`config.mk`:
```
export PLATFORM = sky130hd
export DESIGN_NAME = epsi_irq_logic
export DESIGN_NICKNAME = d
export VERILOG_FILES = /design/src/inc/epsi_pkg.sv /design/src/hw/epsi_irq_logic.sv
export VERILOG_INCLUDE_DIRS = /design/src /design/src/inc
export SDC_FILE = /design/constraint.sdc
export NUM_CORES = 1
export LEC_CHECK = 0
export BUFFER_PORTS_ARGS = -buffer_cell sky130_fd_sc_hd__clkbuf_2
export CAP_MARGIN = 20
export CORE_MARGIN = 1.5
export CORE_UTILIZATION = 35
export CTS_CLUSTER_SIZE = 10
export DETAILED_ROUTE_END_ITERATION = 7
export RECOVER_POWER = 25
export SYNTH_ARGS = -nofsm -noshare
export SYNTH_HDL_FRONTEND = slang
export SYNTH_SLANG_ARGS = --single-unit
export TNS_END_PERCENT = 30
```
`constraint.sdc`:
```
create_clock -name ref_clk_in -period 1.9 [get_ports ref_clk_in]
set_input_delay 0.57 -clock ref_clk_in [delete_from_list [all_inputs] [get_ports ref_clk_in]]
set_output_delay 0.57 -clock ref_clk_in [all_outputs]
set_load 0.005 [all_outputs]
```
`src/inc/epsi_consts.svh`:
```
// Constants for the error, phase, serial, converter and shared-group interrupt logic.
// Assumes a single 100 MHz clock and AXI4-Lite register access with 32-bit data.
// Notes on behaviour
// - Error interrupt merges phase output, seven overvoltage outputs and a software bit.
// - Software trigger fires only on its rising edge, never on level.
// - Error flag sets only when a source fires with its enable high.
// - Error vector requested only with global and own enable, stack free.
// - Serving error vector clears its flag and the global enable.
// - Phase flag sets when either detector sees zero or short width.
// - Phase vector needs both enables and free stack; service clears flag, global.
// - Sync or two-wire mode: byte done, address match, time-out set serial flag.
// - Async mode: tx empty, idle, rx data, overrun, address, wake set flag.
// - Serial service clears its flag and global enable; needs enables, free stack.
// - Serial service leaves async status flags alone; their unit clears them.
// - Converter flag sets at end of manual conversion or auto group.
// - Converter vector needs global and converter enable, free stack, done.
// - Converter service clears converter flag and global enable.
// - Eight shared-group interrupts merge requests of many peripheral sources.
// - Shared-group flag sets whenever any grouped source flag becomes set; the logic sets it only when the group's ORed input rises.
// - Shared-group vector needs its enable, free stack and a grouped source.
// - Shared-group service clears only that group flag and the global enable.
// - With global enable clear, requests are held but not served.
// - Any set request flag wakes the device from sleep or idle.
`ifndef EPSI_CONSTS_SVH
`define EPSI_CONSTS_SVH

// Register byte offsets
`define EPSI_OFS_CTRL 12'h000
`define EPSI_OFS_ERRCFG 12'h004
`define EPSI_OFS_ENABLE 12'h008
`define EPSI_OFS_FLAGS 12'h00c
`define EPSI_OFS_CLEAR 12'h010
`define EPSI_OFS_STATUS 12'h014

// Control register fields
`define EPSI_CTRL_GIE 0
`define EPSI_CTRL_SWTRIG 1

// Flag and enable bit positions (also the priority order, lowest index first)
`define EPSI_BIT_ERR 0
`define EPSI_BIT_PHASE 1
`define EPSI_BIT_SERIAL 2
`define EPSI_BIT_CONV 3
`define EPSI_BIT_GRP0 4
`define EPSI_NUM_REQ 12

// Vector numbers
`define EPSI_VEC_ERR 4'h0
`define EPSI_VEC_PHASE 4'h1
`define EPSI_VEC_SERIAL 4'h2
`define EPSI_VEC_CONV 4'h3

// Serial mode encodings
`define EPSI_MODE_SYNC 2'h0
`define EPSI_MODE_TWI 2'h1
`define EPSI_MODE_ASYNC 2'h2

// Reset values
`define EPSI_RST_WORD 32'h0000_0000

// AXI responses
`define EPSI_RESP_OKAY 2'h0
`define EPSI_RESP_SLVERR 2'h2

`endif

```
`src/inc/epsi_pkg.sv`:
```
// Types for the interrupt request logic.
// Assumes epsi_consts.svh is included by the design file for numbers.
package epsi_pkg;

  // Serial module events, both mode families
  typedef struct packed {
    logic byte_done;
    logic addr_match;
    logic bus_timeout;
    logic tx_empty;
    logic tx_idle;
    logic rx_avail;
    logic rx_overrun;
    logic addr_detect;
    logic rx_wake;
  } epsi_serial_ev_t;

  // Vector request toward the sequencer
  typedef struct packed {
    logic valid;
    logic [3:0] vector;
  } epsi_vec_req_t;

  // Bus slave phase
  typedef enum logic [1:0] {
    EPSI_BUS_IDLE = 2'b00,
    EPSI_BUS_RESP = 2'b01
  } epsi_bus_st_t;

  // Whole state of the block
  typedef struct packed {
    logic gie;
    logic sw_trig;
    logic [8:0] err_src_en; // Phase, seven comparators, software bit
    logic [11:0] irq_en;
    logic [11:0] req_flag;
    logic [7:0] grp_src_prev;
    logic wr_addr_done;
    logic wr_data_done;
    logic [11:0] aw_addr;
    logic [31:0] w_data;
    logic [3:0] w_strb;
    logic bvalid;
    logic [1:0] bresp;
    logic rvalid;
    logic [31:0] rdata;
    logic [1:0] rresp;
  } epsi_state_t;

endpackage : epsi_pkg

```
`src/hw/epsi_irq_logic.sv`:
```
// Request flags and vector request for the error, phase, serial, converter
// and eight shared-group interrupts, with an AXI4-Lite register slave.
// Assumes event inputs are one-cycle pulses or levels from logic on ref_clk_in.
//
// Chosen here: the placing of the registers and the AXI4-Lite register port.
`timescale 1ns/100ps
`include "epsi_consts.svh"

module epsi_irq_logic #(
  parameter int NUM_GRP = 8,
  parameter int NUM_OVP = 7
) (
  input wire logic ref_clk_in,
  input wire logic reset_n_in,
  // Error sources
  input wire logic phase_protect_output_in,
  input wire logic [NUM_OVP-1:0] overvoltage_comparator_outputs_in,
  // Phase detectors: short or zero width seen
  input wire logic [1:0] phase_width_fault_in,
  // Serial module
  input wire logic [1:0] serial_mode_in,
  input wire epsi_pkg::epsi_serial_ev_t serial_events_in,
  // Converter
  input wire logic conv_manual_done_in,
  input wire logic conv_group_done_in,
  // Grouped source flags, ORed per group by their owners
  input wire logic [NUM_GRP-1:0] shared_group_sources_in,
  // Sequencer side
  input wire logic stack_full_in,
  input wire logic vector_ack_in,
  output epsi_pkg::epsi_vec_req_t vec_req_out,
  output logic wake_out,
  // AXI4-Lite
  input wire logic [11:0] s_axi_awaddr,
  input wire logic s_axi_awvalid,
  output logic s_axi_awready,
  input wire logic [31:0] s_axi_wdata,
  input wire logic [3:0] s_axi_wstrb,
  input wire logic s_axi_wvalid,
  output logic s_axi_wready,
  output logic [1:0] s_axi_bresp,
  output logic s_axi_bvalid,
  input wire logic s_axi_bready,
  input wire logic [11:0] s_axi_araddr,
  input wire logic s_axi_arvalid,
  output logic s_axi_arready,
  output logic [31:0] s_axi_rdata,
  output logic [1:0] s_axi_rresp,
  output logic s_axi_rvalid,
  input wire logic s_axi_rready
);

  localparam int NREQ = `EPSI_NUM_REQ;

  epsi_pkg::epsi_state_t st_ff;
  epsi_pkg::epsi_state_t nxt_st;

  // Byte-lane merge, used by the error-config and enable registers
  function automatic logic [31:0] epsi_merge(input logic [31:0] old_v, input logic [31:0] new_v,
                                             input logic [3:0] strb);
    logic [31:0] res;
    res = old_v;
    for (int i = 0; i < 4; i++) begin
      if (strb[i]) begin
        res[i*8 +: 8] = new_v[i*8 +: 8];
      end
    end
    return res;
  endfunction : epsi_merge

  // Lowest set index wins, a fixed order
  function automatic logic [3:0] epsi_pick(input logic [NREQ-1:0] req);
    logic [3:0] idx;
    idx = 4'h0;
    for (int i = NREQ - 1; i >= 0; i--) begin
      if (req[i]) begin
        idx = 4'(i);
      end
    end
    return idx;
  endfunction : epsi_pick

  // Raw events for each request flag
  logic [NREQ-1:0] set_ev;
  logic [8:0] err_trig;
  logic sync_ev;
  logic async_ev;
  logic sw_rise;
  logic [NREQ-1:0] servable;
  logic [NREQ-1:0] sw_clear;
  logic [NREQ-1:0] hw_clear;
  logic wr_fire;
  logic [31:0] wr_merged;
  logic [31:0] rd_word;
  logic rd_hit;
  logic wr_hit;

  // Software rising edge seen at the write that raises it
  assign sw_rise = wr_fire && (st_ff.aw_addr == `EPSI_OFS_CTRL) && st_ff.w_strb[0] &&
                   st_ff.w_data[`EPSI_CTRL_SWTRIG] && !st_ff.sw_trig;

  // Nine sources gated by nine enables; the software bit needs its own lane
  assign err_trig = {sw_rise, overvoltage_comparator_outputs_in,
                     phase_protect_output_in} & st_ff.err_src_en;

  // Serial event sets depend on mode family
  assign sync_ev = serial_events_in.byte_done | serial_events_in.addr_match |
                   serial_events_in.bus_timeout;
  assign async_ev = serial_events_in.tx_empty | serial_events_in.tx_idle |
                    serial_events_in.rx_avail | serial_events_in.rx_overrun |
                    serial_events_in.addr_detect | serial_events_in.rx_wake;

  // Per-flag set events
  always_comb begin
    set_ev = '0;
    set_ev[`EPSI_BIT_ERR] = |err_trig;
    set_ev[`EPSI_BIT_PHASE] = |phase_width_fault_in;
    set_ev[`EPSI_BIT_SERIAL] = (serial_mode_in == `EPSI_MODE_ASYNC) ? async_ev :
                               (((serial_mode_in == `EPSI_MODE_SYNC) ||
                                 (serial_mode_in == `EPSI_MODE_TWI)) ? sync_ev : 1'b0);
    set_ev[`EPSI_BIT_CONV] = conv_manual_done_in | conv_group_done_in;
    // Group flag sets when its group's ORed source input rises
    set_ev[`EPSI_BIT_GRP0 +: NUM_GRP] = shared_group_sources_in &
                                        ~st_ff.grp_src_prev;
  end

  // Requests allowed to reach the sequencer
  assign servable = st_ff.req_flag & st_ff.irq_en;

  // Vector request held until the sequencer acknowledges
  always_comb begin
    vec_req_out.valid = st_ff.gie && !stack_full_in && (|servable);
    vec_req_out.vector = epsi_pick(servable);
  end

  // Service clears only the chosen flag; sources outside stay set
  always_comb begin
    hw_clear = '0;
    if (vec_req_out.valid && vector_ack_in) begin
      hw_clear[epsi_pick(servable)] = 1'b1;
    end
  end

  // Any latched flag wakes the core, enabled or not
  assign wake_out = |st_ff.req_flag;

  // AXI write fires once address and data are both held
  assign wr_fire = st_ff.wr_addr_done && st_ff.wr_data_done && !st_ff.bvalid;
  assign wr_hit = (st_ff.aw_addr == `EPSI_OFS_CTRL) || (st_ff.aw_addr == `EPSI_OFS_ERRCFG) ||
                  (st_ff.aw_addr == `EPSI_OFS_ENABLE) || (st_ff.aw_addr == `EPSI_OFS_CLEAR);
  assign wr_merged = st_ff.w_data;

  // Write-one-to-clear of request flags by software
  assign sw_clear = (wr_fire && st_ff.aw_addr == `EPSI_OFS_CLEAR) ?
                    st_ff.w_data[NREQ-1:0] : '0;

  // Read decode
  always_comb begin
    rd_hit = 1'b1;
    rd_word = `EPSI_RST_WORD;
    case (s_axi_araddr)
      `EPSI_OFS_CTRL: begin
        rd_word[`EPSI_CTRL_GIE] = st_ff.gie;
        rd_word[`EPSI_CTRL_SWTRIG] = st_ff.sw_trig;
      end
      `EPSI_OFS_ERRCFG: rd_word[8:0] = st_ff.err_src_en;
      `EPSI_OFS_ENABLE: rd_word[NREQ-1:0] = st_ff.irq_en;
      `EPSI_OFS_FLAGS: rd_word[NREQ-1:0] = st_ff.req_flag;
      `EPSI_OFS_CLEAR: rd_word = `EPSI_RST_WORD;
      `EPSI_OFS_STATUS: begin
        rd_word[NREQ-1:0] = servable;
        rd_word[16] = vec_req_out.valid;
        rd_word[23:20] = vec_req_out.vector;
      end
      default: rd_hit = 1'b0;
    endcase
  end

  // Handshake outputs
  assign s_axi_awready = !st_ff.wr_addr_done && !st_ff.bvalid;
  assign s_axi_wready = !st_ff.wr_data_done && !st_ff.bvalid;
  assign s_axi_arready = !st_ff.rvalid;
  assign s_axi_bvalid = st_ff.bvalid;
  assign s_axi_bresp = st_ff.bresp;
  assign s_axi_rvalid = st_ff.rvalid;
  assign s_axi_rdata = st_ff.rdata;
  assign s_axi_rresp = st_ff.rresp;

  // Next state of the whole block
  always_comb begin
    nxt_st = st_ff;
    nxt_st.grp_src_prev = shared_group_sources_in;
    // Set wins over either clear so no event is lost
    nxt_st.req_flag = (st_ff.req_flag & ~hw_clear & ~sw_clear) | set_ev;
    // Every service also clears the global enable; serial service never touches async status
    if (vec_req_out.valid && vector_ack_in) begin
      nxt_st.gie = 1'b0;
    end
    // Write address and data, either order
    if (s_axi_awvalid && s_axi_awready) begin
      nxt_st.wr_addr_done = 1'b1;
      nxt_st.aw_addr = {s_axi_awaddr[11:2], 2'b00};
    end
    if (s_axi_wvalid && s_axi_wready) begin
      nxt_st.wr_data_done = 1'b1;
      nxt_st.w_data = s_axi_wdata;
      nxt_st.w_strb = s_axi_wstrb;
    end
    if (wr_fire) begin
      nxt_st.wr_addr_done = 1'b0;
      nxt_st.wr_data_done = 1'b0;
      nxt_st.bvalid = 1'b1;
      nxt_st.bresp = wr_hit ? `EPSI_RESP_OKAY : `EPSI_RESP_SLVERR;
      case (st_ff.aw_addr)
        `EPSI_OFS_CTRL: begin
          if (st_ff.w_strb[0]) begin
            // A write of one re-enables nesting even while serving
            nxt_st.gie = st_ff.w_data[`EPSI_CTRL_GIE];
            nxt_st.sw_trig = st_ff.w_data[`EPSI_CTRL_SWTRIG];
          end
        end
        `EPSI_OFS_ERRCFG: begin
          nxt_st.err_src_en = 9'(epsi_merge({23'h00_0000, st_ff.err_src_en}, wr_merged,
                                            st_ff.w_strb));
        end
        `EPSI_OFS_ENABLE: begin
          nxt_st.irq_en = 12'(epsi_merge({20'h0_0000, st_ff.irq_en}, wr_merged,
                                         st_ff.w_strb));
        end
        default: begin
        end
      endcase
    end
    if (st_ff.bvalid && s_axi_bready) begin
      nxt_st.bvalid = 1'b0;
    end
    // Read answer registered one cycle after address
    if (s_axi_arvalid && s_axi_arready) begin
      nxt_st.rvalid = 1'b1;
      nxt_st.rdata = rd_word;
      nxt_st.rresp = rd_hit ? `EPSI_RESP_OKAY : `EPSI_RESP_SLVERR;
    end else if (st_ff.rvalid && s_axi_rready) begin
      nxt_st.rvalid = 1'b0;
    end
  end

  // State register
  always_ff @(posedge ref_clk_in or negedge reset_n_in) begin
    if (!reset_n_in) begin
      st_ff <= '0;
    end else begin
      st_ff <= nxt_st;
    end
  end

endmodule : epsi_irq_logic

```
=== After elaboration in Yosys (flattened, before gate mapping) ===
Cells that the tools add are included.
W data, S select, Z words.

* Register bits: 92
* Input port bits: 100
* Output and inout port bits: 47
* Logic and storage cells: 136

* Order comparisons: 2
* Equality and inequality tests: 10
* Muxes and demuxes: 44
* Bitwise logic cells: 17
* Reduce and logical (&&, ||, !) cells: 45

{| class="wikitable"
|+ Operators with widths
! cell !! count
|-
| $mux W4 || 15
|-
| $and A12 B12 Y12 || 3
|-
| $mux W12 || 3
|-
| $pmux W7 S4 || 1
|-
| $eq A12 B4 Y1 const B || 2
|-
| $eq A12 B5 Y1 const B || 2
|-
| $logic_not A12 Y1 || 2
|-
| $not A12 Y12 || 2
|-
| $reduce_or A12 Y1 || 2
|-
| $mux W23 || 1
|-
| $logic_and A1 B1 Y1 || 18
|-
| $mux W8 || 2
|-
| $reduce_and A3 Y1 || 5
|-
| $eq A12 B3 Y1 const B || 1
|-
| $mux W1 || 12
|-
| $or A12 B12 Y12 || 1
|-
| $eq A10 B1 Y1 const B || 1
|-
| $eq A10 B2 Y1 const B || 1
|-
| $eq A10 B3 Y1 const B || 1
|-
| $mux W2 || 5
|-
| $pmux W2 S5 || 1
|-
| $and A9 B9 Y9 || 1
|-
| $mux W9 || 1
|-
| $pmux W3 S3 || 1
|-
| 16 further kinds || 34
|}

=== Logic depth before layout (Yosys ltp) ===
* Depth after elaboration: 23
* Depth in mapped cells: 7
* Gate-level depth less buffers: 5

=== Worst setup path after synthesis ===
OpenSTA, ideal clock, no wires.

* Path kind: in2reg
* Start point: in s_axi_araddr[9]
* End point: reg st_ff (netlist bit s_axi_rdata[2])
* Setup time: 0.065 ns
* Arrival time: 1.886 ns
* Data required time: 1.835 ns
* Path slack: -0.052 ns
* Stages on the path: 5
* Path buffers: 0
* Cells stage by stage: or4_4 nor4_4 and2b_2 o211a_4 a22o_1

* Longest elaborated chain between the ends: 2
* Elaborated cells on any way between the ends: 5
* Those cells by class: eq/ne: 4; mux: 1

{| class="wikitable"
|+ Ends and longest elaborated chain
! element !! RTL line !! RTL
|-
| start, declared || epsi_irq_logic.sv:44 || <nowiki>input wire logic [11:0] s_axi_araddr,</nowiki>
|-
| $eq A12 B5 Y1 (tied with other cells) || epsi_irq_logic.sv:161 || <nowiki>case (s_axi_araddr)</nowiki>
|-
| $pmux W7 S4 (*) || epsi_irq_logic.sv:161 ||
|-
| end signal, assigned || epsi_irq_logic.sv:252 || <nowiki>st_ff <= nxt_st;</nowiki>
|-
| end, declared || epsi_irq_logic.sv:55 || <nowiki>epsi_pkg::epsi_state_t st_ff;</nowiki>
|}

Mark *: on every way between the ends. The rest lies on a longest branch, timed or not.
A chain may end at the register's enable or synchronous reset.

==> key figures <==
Outcome
  • Status: finished, violations left
  • Violated checks: setup timing

Die
  • Die Span Y: 117.1 µm
  • Ports: 147
  • Initial core utilization: 35.93%
  • DIE AREA: 13,700 µm²
  • CORE AREA: 12,670 µm²
  • Row cnt: 41
  • Die width: 117.1 µm

STA
  • Max-slew headroom: 11.06%
  • Period Utilization, post-route: 116.1%
  • Min cycle time layout: 2.206 ns
  • Final setup fails: 31
  • Worst clock skew: 0.006415 ns
  • Fin worst setup slack: -0.3061 ns
  • Worst hold margin: 0.3026 ns
  • Setup TNS: -3.149 ns
  • Final Max Tran Viols: 0
  • F_max: 453.3 MHz
  • Fin. Hold Viols: 0
  • RSZ-0062 raised after global routing: true
  • Worst Tran Pin Value: 1.334 ns

Place
  • Placed Cells: 705
  • HPWL Detailed: 9.147 mm
  • PortBufs: 105
  • RePlAce Congestion: 0.9241

Synth
  • Number of synthesized flops with an enable pin: 0
  • Yosys warning total: 0
  • Area leader, netlist: dfrtp_1
  • Most frequent cell after synthesis: dfrtp_1
  • Adder-cell share of the synthesized area: 0%
  • Synth Area in XOR/XNOR: 0%
  • Syn Area/Cell: 11.35 µm²
  • Mapped cell area: 4553 µm²
  • Top FF cell, synth: dfrtp_1
  • Top post-synthesis cells by count: dfrtp_1 (90), mux2_2 (54), nand2_1 (42), buf_4 (36), a22oi_1 (17)
  • #FFs+latches synth: 90
  • Top-area cell type share of the netlist area: 49.46%
  • Share of flip-flops with an asynchronous set or reset: 100.0%
  • Synth Area in Simple Gates: 12.50%
  • Syn Inst Count: 401
  • Mux contribution to synthesized area: 15.00%
  • Register area share after synthesis: 49.46%
  • Yosys cell types: 52
  • Area contributors post-synth: dfrtp_1 (49%), mux2_2 (13%), buf_4 (5.9%)
  • Complex-gate fraction of the synthesized area: 14.45%
  • Largest family of logic cells by synthesized area: multiplexers

CTS
  • CTS buffer count: 9
  • Number of H-tree levels: 3
  • Clk root buf: clkbuf_16
  • Clock transition at the registers of the reported paths: 0.06 ns
  • Hold-fix buffers at CTS: 0
  • CTS tree: yes
  • Clock Path Buffers: 2
  • Sink Count: 90
  • Worst-skew pair later-pin latency: 0.35 ns

Setup path
  • Kind of critical path: flip-flop to primary output
  • Crit. End Element: primary output
  • CP max-delay cell: dfrtp_1
  • Family with the most delay on the worst path: flip-flops
  • Critical Path RT: 1.33 ns
  • Max FO, Critical Path: 4
  • Buf/Inv on CP: 1
  • CP startpoint kind: flip-flop
  • Critical Path Max Stage Delay: 0.42 ns
  • Critical Path, Cell by Cell: and2_4 > o211ai_1 > a31oi_2 > nor2_2 > clkbuf_2
  • CP arrival: 1.64 ns

Layout
  • Layout area overhead: 34.46%
  • Sequential Area: 2256 µm²
  • Filler cells: 1,149
  • Fin cells: 730
  • N_diodes: 0
  • Footprint of the multi-input gates: 2218 µm²
  • Layout cells sized above 1: 50.90%
  • Final nets: 653

Detailed routing
  • Vias/cell: 5.014
  • Via Count: 3,660
  • Initial drt markers: 148
  • DRC Markers: 0
  • Routed Antenna Nets: 0
  • First drt pass iteration count: 4
  • WL/cell: 16.20 µm
  • Routed wire length: 11.83 mm

Power
  • Flop pwr share: 43.7%
  • PD cells: 966.8 nW/µm²
  • Logic pwr share: 25.9%
  • Leakage power: 2.851 nW
  • Switching pwr: 1.776 mW
  • Maximum VDD drop: 0.0006511 V
  • Clk pwr share: 30.4%
  • P_int: 4.143 mW
  • Net Sw Frac: 30.00%

Min path
  • Worst min-delay path category: input port to async pin

Global route
  • GRT Total Usage: 18.06%
  • Via count of the first global-routing pass: 3,654
  • Largest net degree at the start of global routing: 55
  • Total gr overflow: 0
  • Initial antenna violation count: 0
  • Global-route wire length before repair: 18.46 mm

Run
  • Max-cap violations: 0
==> state kept, by name, summed over array words and instances, names as in the netlist <==
register	flops
s_axi_rresp	1
s_axi_bvalid	1
wr_merged	12
s_axi_rvalid	1
s_axi_rdata	17
st_ff	57
s_axi_bresp	1
==> routing by layer <==
layer | GRT usage [%] | routed length (µm) | share of wire, % | up-vias
li1 | - | - | - | 1738
met1 | 22.79 | 5276 | 45 | 1733
met2 | 29.79 | 5483 | 46 | 160
met3 | 4.274 | 696 | 5.9 | 29
met5 | 0 | 0 | 0 | -
met4 | 7.711 | 371 | 3.1 | 0
==> worst register-to-register path, delay by kind of cell, from the launching register on <==
family	cells	cell delay, ns
simple gates	3	0.70
flops	1	0.39
buf+inv	3	0.44
compound gates	2	0.45
==> worst paths after layout <==
check,start,slack [ns],cells after the start,endpoint
max reg2reg,st_ff[109]$_DFFE_PN0P_,-0.21,8,st_ff[107]$_DFF_PN0_
max,st_ff[118]$_DFFE_PN0P_,-0.31,5,vec_req_out[0]
max in group asynchronous,reset_n_in,0.36,2,st_ff[104]$_DFF_PN0_
min,reset_n_in,0.30,2,s_axi_rdata[21]$_DFFE_PN0P_
min reg2reg,s_axi_rdata[11]$_DFFE_PN0P_,0.49,2,s_axi_rdata[11]$_DFFE_PN0P_
min in group ref_clk_in,shared_group_sources_in[5],0.34,1,st_ff[93]$_DFF_PN0_
==> cell usage in the layout (no fill, tap or decap), types with 3 or more instances in the layout <==
cell,synthesis,routed
nand2_1,42,40
a22oi_2,0,4
a31oi_1,5,4
o211ai_1,4,4
buf_4,36,60
nor4_4,2,4
mux2_2,54,37
clkinv_4,0,4
mux2_4,0,17
a21oi_1,14,10
dfrtp_1,90,87
nor3_1,5,5
or3_1,3,3
nand2b_1,3,3
nor2b_1,3,3
a21oi_2,0,3
o21ai_0,8,7
conb_1,1,17
nor2_1,10,7
o22ai_1,11,11
and2_1,4,3
dfrtp_2,0,3
clkbuf_16,0,9
a32o_1,4,4
buf_6,3,9
clkbuf_2,0,98
clkbuf_1,8,7
inv_1,9,9
mux2i_1,3,3
nand3_1,4,4
a22o_1,16,15
a22oi_1,17,13
==> kinds of logic after synthesis <==
kind of cell,after synthesis
other,1
muxes,59
buffers and inverters,60
AOI/OAI and AO/OA,91
and+or+nand+nor,100
DFF,90
==> repair_timing <==
item / in CTS / in global routing
endpoints found under the setup margin: 38 / 41
gates resized for setup: 34 / 38
pin swaps: 18 / 17
setup buffers: 7 / 3
==> power groups by stage <==
stage / Combinational (mW) / Sequential [mW] / Clock (mW)
3_3_place_gp: 1.34 / 2.59 / 0
2_1_floorplan: 0.818 / 2.52 / 0
3_5_place_dp: 1.38 / 2.61 / 0
5_1_grt: 1.67 / 2.64 / 1.93
6_report: 1.53 / 2.59 / 1.80
4_1_cts: 1.50 / 2.58 / 1.86
==> final cells by class <==
type | instances | area share (%)
inverter | 9 | 0.5518
clock inverter | 7 | 1.308
timing repair buffer | 176 | 17.86
sequential | 90 | 36.85
clock buffer | 9 | 3.679
tap | 172 | 3.515
multi-input combinational | 267 | 36.24
==> per-stage QoR <==
stage | total power, mW | util, % | setup slack, ns | cell area (µm²)
CTS | 5.934 | 47.33 | -0.2849 | 5997
global route | 6.240 | 48.32 | -0.3612 | 6122
global placement | 3.926 | 43.36 | -0.1647 | 5494
detailed placement | 3.985 | 43.36 | -0.1866 | 5494
finish | 5.919 | 48.32 | -0.3061 | 6122
floorplan | 3.338 | - | -0.05156 | 4613
Note: power is estimated with default switching activity, not from simulation.
